File: src/design/bws_pkg.sv
package bws_pkg;
    // register byte addresses on the apb bus
    localparam logic [15:0] ADDR_GPIO = 16'hfff4;
    localparam logic [15:0] ADDR_CTRL = 16'hfff8;
    localparam logic [15:0] ADDR_STAT = 16'hfffc;
    // stretch_control_reg layout
    localparam int CTRL_CNT_LSB = 0;
    localparam int CTRL_MODE_LSB = 2;
    localparam logic [3:0] CTRL_RESET = 4'h3;
    localparam logic [3:0] CTRL_RSVD = 4'hf;
    // gpio register layout
    localparam int GPIO_DATA_BIT = 0;
    localparam int GPIO_DIR_BIT = 1;
    localparam int GPIO_PIN_BIT = 2;
    localparam logic [1:0] GPIO_RESET = 2'h0;
    // wait-mode select encodings
    localparam logic [1:0] MODE_FIXED = 2'h0;
    localparam logic [1:0] MODE_NONE = 2'h1;
    localparam logic [1:0] MODE_PIN = 2'h2;
    localparam logic [1:0] MODE_AUTO = 2'h3;

    typedef enum logic [2:0] {
        ST_IDLE,
        ST_T1,
        ST_T2,
        ST_TW,
        ST_T3
    } bws_state_t;

    // one-hot view of the bus cycle
    typedef struct packed {
        logic t1;
        logic t2;
        logic tw;
        logic t3;
    } bws_cycle_t;

    // control register contents
    typedef struct packed {
        logic modeSelectHi;
        logic modeSelectLo;
        logic countBitHi;
        logic countBitLo;
    } bws_ctrl_t;
endpackage

File: src/design/bws_sync.sv
`timescale 1ns/1ps
module bws_sync #(
    parameter logic RESET_VAL = 1'b1
) (
    // clock and reset
    input wire logic clk,
    input wire logic rst_b,
    // asynchronous level in, synchronous level out
    input wire logic asyncIn,
    output logic syncOut
);
    logic meta_q;
    logic meta_d;
    logic sync_q;
    logic sync_d;

    // first stage feeds only the second
    always_comb begin
        meta_d = asyncIn;
        sync_d = meta_q;
    end

    always_ff @(posedge clk or negedge rst_b) begin
        if (!rst_b) begin
            meta_q <= RESET_VAL;
            sync_q <= RESET_VAL;
        end else begin
            meta_q <= meta_d;
            sync_q <= sync_d;
        end
    end

    assign syncOut = sync_q;
endmodule

File: src/design/bws_down_counter.sv
`timescale 1ns/1ps
module bws_down_counter #(
    parameter int WIDTH = 2
) (
    // clock and reset
    input wire logic clk,
    input wire logic rst_b,
    // control
    input wire logic load,
    input wire logic [WIDTH-1:0] loadValue,
    input wire logic dec,
    // state
    output logic [WIDTH-1:0] count,
    output logic lastOrZero
);
    logic [WIDTH-1:0] count_q;
    logic [WIDTH-1:0] count_d;

    // load wins over decrement; saturates at zero
    always_comb begin
        count_d = count_q;
        if (load) begin
            count_d = loadValue;
        end else if (dec && count_q != '0) begin
            count_d = count_q - WIDTH'(1);
        end
    end

    always_ff @(posedge clk or negedge rst_b) begin
        if (!rst_b) begin
            count_q <= '0;
        end else begin
            count_q <= count_d;
        end
    end

    assign count = count_q;
    assign lastOrZero = (count_q <= WIDTH'(1));
endmodule

File: src/design/bws_wait_ctrl.sv
`timescale 1ns/1ps
//
// Contract
// - mode bits 00 select fixed-count mode
// - fixed mode inserts exactly the programmed count
// - fixed mode ignores wait pin; pin stays gpio
// - mode bits 10 select pin-extended mode
// - pin mode adds states while pin low
// - pin mode, count zero, low pin extends
// - mode bits 11 select decode-triggered mode
// - pin modes switch shared pin to wait input
// - decode mode inserts count only if pin low
// - decode mode samples pin once in T2
// - decode mode ignores pin in extension, T3
// - count 00/01/10/11 gives 0/1/2/3 states
// - mode bits 01 insert no states ever
// - extension states sit between T2 and T3
// - on-chip accesses are never extended
module bws_wait_ctrl #(
    parameter int CNT_W = 2
) (
    // clock and reset
    input wire logic clk,
    input wire logic rst_b,
    // apb slave
    input wire logic [15:0] paddr,
    input wire logic psel,
    input wire logic penable,
    input wire logic pwrite,
    input wire logic [31:0] pwdata,
    output logic [31:0] prdata,
    output logic pready,
    output logic pslverr,
    // bus cycle from the processor or transfer_controller
    input wire logic accessStart,
    input wire logic accessExternal,
    output bws_pkg::bws_cycle_t cycle,
    // shared_port_pin
    input wire logic sharedPinIn,
    output logic sharedPinOut,
    output logic sharedPinOe,
    output logic waitFuncSel
);
    // apb and register state
    logic pready_q;
    logic pready_d;
    logic pslverr_q;
    logic pslverr_d;
    logic [31:0] prdata_q;
    logic [31:0] prdata_d;
    bws_pkg::bws_ctrl_t ctrl_q;
    bws_pkg::bws_ctrl_t ctrl_d;
    logic [1:0] gpio_q;
    logic [1:0] gpio_d;
    // bus-cycle state
    bws_pkg::bws_state_t state_q;
    bws_pkg::bws_state_t state_d;
    logic external_q;
    logic external_d;
    bws_pkg::bws_cycle_t cycle_q;
    bws_pkg::bws_cycle_t cycle_d;
    logic pinOut_q;
    logic pinOut_d;
    logic pinOe_q;
    logic pinOe_d;
    logic waitFunc_q;
    logic waitFunc_d;
    // helpers
    logic [1:0] mode;
    logic [CNT_W-1:0] waitCount;
    logic pinSync;
    logic waitLow;
    logic cntLoad;
    logic [CNT_W-1:0] cntLoadValue;
    logic cntDec;
    logic [CNT_W-1:0] cnt;
    logic cntLast;
    logic accessPhase;
    logic takeAccess;

    assign mode = {ctrl_q.modeSelectHi, ctrl_q.modeSelectLo};
    assign waitCount = CNT_W'({ctrl_q.countBitHi, ctrl_q.countBitLo});

    // pin comes from outside the clock domain
    bws_sync #(
        .RESET_VAL(1'b1)
    ) uPinSync (
        .clk(clk),
        .rst_b(rst_b),
        .asyncIn(sharedPinIn),
        .syncOut(pinSync)
    );

    // wait only counts while the pin is in its wait role
    assign waitLow = waitFunc_q & ~pinSync;

    // apb: one idle access cycle, answer on the second
    assign accessPhase = psel & penable;
    assign takeAccess = accessPhase & pready_q;

    always_comb begin
        pready_d = accessPhase & ~pready_q;
        pslverr_d = 1'b0;
        prdata_d = 32'h0000_0000;
        ctrl_d = ctrl_q;
        gpio_d = gpio_q;
        if (accessPhase && !pready_q) begin
            case (paddr)
                bws_pkg::ADDR_CTRL: begin
                    prdata_d = {24'h00_0000, bws_pkg::CTRL_RSVD, ctrl_q};
                end
                bws_pkg::ADDR_GPIO: begin
                    prdata_d[bws_pkg::GPIO_DATA_BIT] = gpio_q[0];
                    prdata_d[bws_pkg::GPIO_DIR_BIT] = gpio_q[1];
                    prdata_d[bws_pkg::GPIO_PIN_BIT] = pinSync;
                end
                bws_pkg::ADDR_STAT: begin
                    prdata_d[3:0] = cycle_q;
                    prdata_d[4 +: CNT_W] = cnt;
                end
                default: begin
                    pslverr_d = 1'b1;
                end
            endcase
        end
        // writes land only at the completing edge
        if (takeAccess && pwrite) begin
            case (paddr)
                bws_pkg::ADDR_CTRL: begin
                    ctrl_d = pwdata[3:0];
                end
                bws_pkg::ADDR_GPIO: begin
                    gpio_d = pwdata[1:0];
                end
                default: begin
                    gpio_d = gpio_q;
                end
            endcase
        end
    end

    // no standby input: only rst_b touches the control bits
    always_ff @(posedge clk or negedge rst_b) begin
        if (!rst_b) begin
            pready_q <= 1'b0;
            pslverr_q <= 1'b0;
            prdata_q <= 32'h0000_0000;
            ctrl_q <= bws_pkg::CTRL_RESET;
            gpio_q <= bws_pkg::GPIO_RESET;
        end else begin
            pready_q <= pready_d;
            pslverr_q <= pslverr_d;
            prdata_q <= prdata_d;
            ctrl_q <= ctrl_d;
            gpio_q <= gpio_d;
        end
    end

    // extension counter, loaded while in T2
    always_comb begin
        cntLoad = (state_q == bws_pkg::ST_T2);
        cntDec = (state_q == bws_pkg::ST_TW);
        cntLoadValue = '0;
        if (external_q) begin
            case (mode)
                bws_pkg::MODE_FIXED: cntLoadValue = waitCount;
                bws_pkg::MODE_PIN: cntLoadValue = waitCount;
                bws_pkg::MODE_AUTO: cntLoadValue = waitLow ? waitCount : '0;
                default: cntLoadValue = '0;
            endcase
        end
    end

    bws_down_counter #(
        .WIDTH(CNT_W)
    ) uCounter (
        .clk(clk),
        .rst_b(rst_b),
        .load(cntLoad),
        .loadValue(cntLoadValue),
        .dec(cntDec),
        .count(cnt),
        .lastOrZero(cntLast)
    );

    // bus-cycle sequencer: T1, T2, extension states, T3
    always_comb begin
        state_d = state_q;
        external_d = external_q;
        case (state_q)
            bws_pkg::ST_IDLE: begin
                if (accessStart) begin
                    state_d = bws_pkg::ST_T1;
                    external_d = accessExternal;
                end
            end
            bws_pkg::ST_T1: begin
                state_d = bws_pkg::ST_T2;
            end
            bws_pkg::ST_T2: begin
                // pin seen once here; decode mode never looks again
                state_d = bws_pkg::ST_T3;
                if (cntLoadValue != '0) begin
                    state_d = bws_pkg::ST_TW;
                end else if (external_q && mode == bws_pkg::MODE_PIN && waitLow) begin
                    state_d = bws_pkg::ST_TW;
                end
            end
            bws_pkg::ST_TW: begin
                // only pin mode keeps looking at the pin
                if (cntLast && !(mode == bws_pkg::MODE_PIN && waitLow)) begin
                    state_d = bws_pkg::ST_T3;
                end
            end
            bws_pkg::ST_T3: begin
                state_d = bws_pkg::ST_IDLE;
                if (accessStart) begin
                    state_d = bws_pkg::ST_T1;
                    external_d = accessExternal;
                end
            end
            default: begin
                state_d = bws_pkg::ST_IDLE;
            end
        endcase
    end

    // outputs decoded from next state so they leave a flop
    always_comb begin
        cycle_d.t1 = (state_d == bws_pkg::ST_T1);
        cycle_d.t2 = (state_d == bws_pkg::ST_T2);
        cycle_d.tw = (state_d == bws_pkg::ST_TW);
        cycle_d.t3 = (state_d == bws_pkg::ST_T3);
        waitFunc_d = ctrl_d.modeSelectHi;
        pinOut_d = gpio_d[0];
        pinOe_d = gpio_d[1] & ~ctrl_d.modeSelectHi;
    end

    always_ff @(posedge clk or negedge rst_b) begin
        if (!rst_b) begin
            state_q <= bws_pkg::ST_IDLE;
            external_q <= 1'b0;
            cycle_q <= '0;
            waitFunc_q <= 1'b0;
            pinOut_q <= 1'b0;
            pinOe_q <= 1'b0;
        end else begin
            state_q <= state_d;
            external_q <= external_d;
            cycle_q <= cycle_d;
            waitFunc_q <= waitFunc_d;
            pinOut_q <= pinOut_d;
            pinOe_q <= pinOe_d;
        end
    end

    assign prdata = prdata_q;
    assign pready = pready_q;
    assign pslverr = pslverr_q;
    assign cycle = cycle_q;
    assign sharedPinOut = pinOut_q;
    assign sharedPinOe = pinOe_q;
    assign waitFuncSel = waitFunc_q;

    // checks on the sequencer
    logic inT2;
    logic inTw;
    assign inT2 = (state_q == bws_pkg::ST_T2);
    assign inTw = (state_q == bws_pkg::ST_TW);

    AST_FIXED_TWO: assert property (@(posedge clk) disable iff (!rst_b)
        inT2 && external_q && mode == bws_pkg::MODE_FIXED && waitCount == 2'h2
        |=> cycle_q.tw ##1 cycle_q.tw ##1 cycle_q.t3)
        else $error("fixed mode count two not honoured");

    AST_FIXED_ZERO: assert property (@(posedge clk) disable iff (!rst_b)
        inT2 && mode == bws_pkg::MODE_FIXED && waitCount == 2'h0 |=> cycle_q.t3)
        else $error("count zero still extended");

    // pin role flops load from ctrl_d, so they track ctrl_q in the same cycle
    AST_PIN_GPIO: assert property (@(posedge clk) disable iff (!rst_b)
        mode == bws_pkg::MODE_FIXED |-> (!waitFuncSel && sharedPinOe == gpio_q[1]))
        else $error("shared pin not gpio in fixed mode");

    AST_PIN_FUNC: assert property (@(posedge clk) disable iff (!rst_b)
        ctrl_q.modeSelectHi |-> (waitFuncSel && !sharedPinOe))
        else $error("pin mode did not take the shared pin");

    AST_PIN_HOLD: assert property (@(posedge clk) disable iff (!rst_b)
        inTw && mode == bws_pkg::MODE_PIN && waitLow |=> cycle_q.tw)
        else $error("low pin did not hold extension");

    AST_PIN_ZERO: assert property (@(posedge clk) disable iff (!rst_b)
        inT2 && external_q && mode == bws_pkg::MODE_PIN && waitCount == 2'h0 && waitLow
        |=> cycle_q.tw)
        else $error("pin mode count zero ignored low pin");

    AST_AUTO_SKIP: assert property (@(posedge clk) disable iff (!rst_b)
        inT2 && mode == bws_pkg::MODE_AUTO && !waitLow |=> cycle_q.t3)
        else $error("decode mode extended without low pin");

    AST_AUTO_ONCE: assert property (@(posedge clk) disable iff (!rst_b)
        inT2 && external_q && mode == bws_pkg::MODE_AUTO && waitLow && waitCount == 2'h1
        ##1 $stable(ctrl_q) |-> cycle_q.tw ##1 cycle_q.t3)
        else $error("decode mode added states after sample");

    AST_NONE_MODE: assert property (@(posedge clk) disable iff (!rst_b)
        inT2 && mode == bws_pkg::MODE_NONE |=> cycle_q.t3)
        else $error("mode 01 inserted states");

    AST_ONCHIP: assert property (@(posedge clk) disable iff (!rst_b)
        inT2 && !external_q |=> cycle_q.t3)
        else $error("on-chip access extended");

    AST_PLACEMENT: assert property (@(posedge clk) disable iff (!rst_b)
        $rose(cycle_q.tw) |-> $past(cycle_q.t2))
        else $error("extension not after second_bus_state");

    AST_RELEASE: assert property (@(posedge clk) disable iff (!rst_b)
        inTw && cntLast && mode != bws_pkg::MODE_PIN |=> cycle_q.t3)
        else $error("counter done but cycle not released");

    // the sequencer never shows two bus states at once
    AST_ONE_HOT: assert property (@(posedge clk) disable iff (!rst_b)
        $onehot0(cycle_q))
        else $error("bus state view not one-hot");

    // count is taken in second_bus_state and nowhere else
    AST_LOAD_T2: assert property (@(posedge clk) disable iff (!rst_b)
        inT2 |=> cnt == $past(cntLoadValue))
        else $error("counter not loaded in second_bus_state");

    // a pin still low in extension must not stretch decode mode
    AST_AUTO_LATE: assert property (@(posedge clk) disable iff (!rst_b)
        inTw && mode == bws_pkg::MODE_AUTO && waitLow && cntLast |=> cycle_q.t3)
        else $error("decode mode held by late low pin");

    COV_FIXED3: cover property (@(posedge clk) disable iff (!rst_b)
        cycle_q.t2 ##1 cycle_q.tw [*3] ##1 cycle_q.t3);
    COV_PIN_LONG: cover property (@(posedge clk) disable iff (!rst_b)
        mode == bws_pkg::MODE_PIN && cycle_q.tw [*5] ##1 cycle_q.t3);
    COV_AUTO_HIT: cover property (@(posedge clk) disable iff (!rst_b)
        mode == bws_pkg::MODE_AUTO && cycle_q.t2 ##1 cycle_q.tw);
    COV_AUTO_ONE: cover property (@(posedge clk) disable iff (!rst_b)
        mode == bws_pkg::MODE_AUTO && cycle_q.t2 ##1 cycle_q.tw ##1 cycle_q.t3);
endmodule

File: config.mk
export PLATFORM = sky130hd
export DESIGN_NAME = bws_wait_ctrl
export DESIGN_NICKNAME = d
export VERILOG_FILES = /design/src/design/bws_pkg.sv /design/src/design/bws_sync.sv /design/src/design/bws_down_counter.sv /design/src/design/bws_wait_ctrl.sv
export SDC_FILE = /design/constraint.sdc
export NUM_CORES = 1
export LEC_CHECK = 0
export ABC_AREA = 1
export BUFFER_PORTS_ARGS = -buffer_cell sky130_fd_sc_hd__buf_4
export CAP_MARGIN = 20
export CORE_MARGIN = 2
export CORE_UTILIZATION = 40
export CTS_CLUSTER_DIAMETER = 30
export DETAILED_ROUTE_END_ITERATION = 8
export PLACE_DENSITY_LB_ADDON = 0.15
export SLEW_MARGIN = 20
export SYNTH_ARGS = -nofsm -noshare
export SYNTH_HDL_FRONTEND = slang
export SYNTH_HIERARCHICAL = 1
export SYNTH_SLANG_ARGS = --single-unit
File: constraint.sdc
create_clock -name clk -period 3.4 [get_ports clk]
set_input_delay 0.17 -clock clk [delete_from_list [all_inputs] [get_ports clk]]
set_output_delay 0.17 -clock clk [all_outputs]
set_load 0.02 [all_outputs]
==> reports/results.md <==
### Timing
- no — setup repair after global routing missed its margin
- 0 — final hold violation count
- 0.09147 ns — Hold Slack
- 0 ns — aggregate negative setup slack
- 1.987 ns — crit path setup slack, layout
- 0.4157 — final critical-path share of the clock period
- 1.414 ns — Final Critical Period
- 0.7075 GHz — achievable clock frequency
- 0.5618 — worst-case headroom to the max-slew limit
- 0 — setup-violating endpoint count in the final report
- 0.6522 ns — Least-Margin Pin Slew
- 0 — final number of max-transition violations
- 0.006941 ns — setup clock skew after layout

### Drt
- 1312 um — amount of wire on met2 after detailed routing
- 1244 — routed via count
- 27 — initial drt markers
- 162 um — detailed-routed wire length on met3
- 0 — post-detailed-route count of antenna-violating nets
- 4.319 — vias per cell
- 9.948 um — final routed wire length divided by cell count
- 0 — remaining routing DRC violations
- met4 — Max Used Layer
- 2865 um — Post-Route WL
- 4 — router iterations before antenna repair
- 1334 um — M1 WL

### Die
- 67.23 um — DIE WIDTH
- 3744 um^2 — floorplan core area
- 4519 um^2 — area of the die
- 0.4271 — initial core utilization
- 67.23 um — die extent in y
- 22 — std cell rows
- 97 — IO Pins

### Final layout
- 0.3042 — share of final-layout standard cells stronger than drive strength 1
- 384 — number of inserted filler cells in the final layout
- 22.38% — synthesis-to-layout area growth
- 0 — diode insertion count for antenna repair
- buf_4 — most frequent standard cell in the layout excluding fill and tap cells
- 299 — number of nets in the final layout
- buf_4, nand2_1, conb_1, dfrtp_1, inv_1 — highest-count cells in the layout ignoring fill and taps
- 1957 um^2 — final design area excluding fillers

### Placement
- 1866 um^2 — cell area after placement
- 2283 um — DPL Wire Length
- 0.8256 — Final Wtd Congestion
- 1.978 ns — post-place setup slack
- 44 — Port Buffers

### Clock network
- 0.28 ns — source-to-sink clock delay at the later pin of the worst-skew pair
- 28 — TritonCTS sink count
- yes — TritonCTS clock tree
- clkbuf_8 — Clock Root Buffer
- 2 — Clock Path Buffers
- 0 — post-cts repair resize count
- 0 — setup bufs post-CTS
- 0.09 ns — post-CTS clock slew at the launch and capture registers of the worst setup and hold paths
- 1 — number of H-tree branching levels
- 2 — CTS Hold Buffers Added
- 3 — number of buffers added by the clock tree synthesis step

### Yosys
- 0.4413 — share of synthesized area occupied by flip-flops and latches
- 1599 um^2 — cell area after technology mapping
- 27 — synth unique cells
- 194 — number of cells produced by synthesis
- 8.242 um^2 — Mean Syn Cell Area
- 28 — #FFs+latches synth
- 6 — count of synthesis-stage warnings from yosys

### Pwr
- 0.2538 mV — worst-case vdd ir drop
- 0.9470 mW — Final Total Pwr
- 484.0 nW/um^2 — power per standard cell area
- 1.029 nW — static leakage power

### Setup path
- flop — capturing element type of the critical path
- flop to flop — worst setup path category
- nor3_1 > o21ai_0 > nand2_1 > nand2_1 — chain of cells forming the critical path
- 1.58 ns — Worst EP arrival
- flop — startpoint kind of the worst setup timing path
- nor3_1 — Slowest cell on crit path
- 0.57 ns — slowest stage delay, CP
- 7 — critical path fanouts, max
- 3.57 ns — WP data required
- nand2_1 — cell repeated most along the worst path

### Min path
- primary input to flop — Hold WC Path Type

### Global route
- 0.1322 — Total GRT Usage
- 29 — largest net degree at the start of global routing
- 0 — overflow left after global routing
- 4422 um — first-pass GRT wire length
- 0 — antenna violations before repair
- 1031 — vias in the first global route

### Status
- complete, no violations — status

### Run
- 0 — MaxCap Viol Count

-- power breakdown --
group          switching (mW)  internal (mW)
clock network           0.103          0.158
registers              0.0423          0.383
logic                   0.165         0.0957
total                   0.310          0.637
-- cell usage after synthesis, drive strengths merged --
| cell type | count | area share |
|---|---|---|
| nand3 | 14 | 0.058 |
| and2 | 1 | 0.0039 |
| o211ai | 1 | 0.0047 |
| dfrtp | 24 | 0.38 |
| nor3 | 3 | 0.016 |
| nor2 | 22 | 0.066 |
| o22ai | 1 | 0.0078 |
| dfstp | 4 | 0.066 |
| o21ai | 12 | 0.040 |
| a21oi | 2 | 0.0063 |
| or2 | 1 | 0.0039 |
| inv | 25 | 0.059 |
| nand4 | 8 | 0.031 |
| conb | 1 | 0.0023 |
| ha | 2 | 0.016 |
| nand2 | 46 | 0.11 |
| buf | 27 | 0.13 |
-- state kept, by name, summed over array words and instances, names as in the netlist, 2 cells and up --
signal	cells
uCounter/count	2
gpio_q	2
ctrl_q	3
state_q	3
cycle	4
prdata	7
-- final cells by class --
cell class	instances	area [um^2]	share of cell area
clock buffers	3	41.29	0.02110
clock inverters	1	30.03	0.01535
inverters	25	93.84	0.04795
multi-input cells	137	675.6	0.3453
flip-flops and latches	28	705.7	0.3606
well taps	48	60.06	0.03069
repair buffers	46	350.3	0.1790
-- worst max-delay path: cells and delay by family (launching register included) --
family	cells	cell delay (ns)
AOI/OAI and AO/OA	1	0.21
DFF	1	0.40
and+or+nand+nor	3	0.71
-- stage by stage --
stage / util / std cells
4_1_cts: 0.5227 / 288
3_3_place_gp: 0.4983 / 282
6_report: 0.5227 / 288
2_1_floorplan: - / 217
3_5_place_dp: 0.4983 / 282
5_1_grt: 0.5227 / 288
-- routing by layer --
metal / global-route usage / vias to the layer above
met5: 0 / -
met2: 0.2141 / 40
met3: 0.01667 / 4
met4: 0.06888 / 0
met1: 0.1730 / 548
li1: - / 652
-- final timing paths --
kind / startpoint / to / slack, ns / depth (start not counted)
min reg2reg: uPinSync/meta_q$_DFF_PN1_ / uPinSync/syncOut$_DFF_PN1_ / 0.37 / 0
min: accessExternal / external_q$_DFFE_PN0P_ / 0.09 / 3
max: state_q[2]$_DFF_PN0_ / uCounter/count[1]$_DFFE_PN0P_ / 1.99 / 4
max in group asynchronous: rst_b / uPinSync/syncOut$_DFF_PN1_ / 2.75 / 2
max reg2reg: state_q[2]$_DFF_PN0_ / uCounter/count[1]$_DFFE_PN0P_ / 1.99 / 4
min in group asynchronous: rst_b / prdata[6]$_DFF_PN0_ / 0.34 / 2
-- cells by family (layout without fill, tap and decap cells) --
| kind of cell | count (synthesis) | after routing | synth area share |
|---|---|---|---|
| flip-flops | 28 | 28 | 0.4413 |
| other | 1 | 24 | 0.002345 |
| buffers and inverters | 52 | 75 | 0.1901 |
| AO/OA/AOI/OAI | 16 | 16 | 0.05869 |
| adder cells (fa/ha/maj) | 2 | 2 | 0.01565 |
| AND/OR/NAND/NOR | 95 | 95 | 0.2919 |
Power figures use the tool's default switching activity.
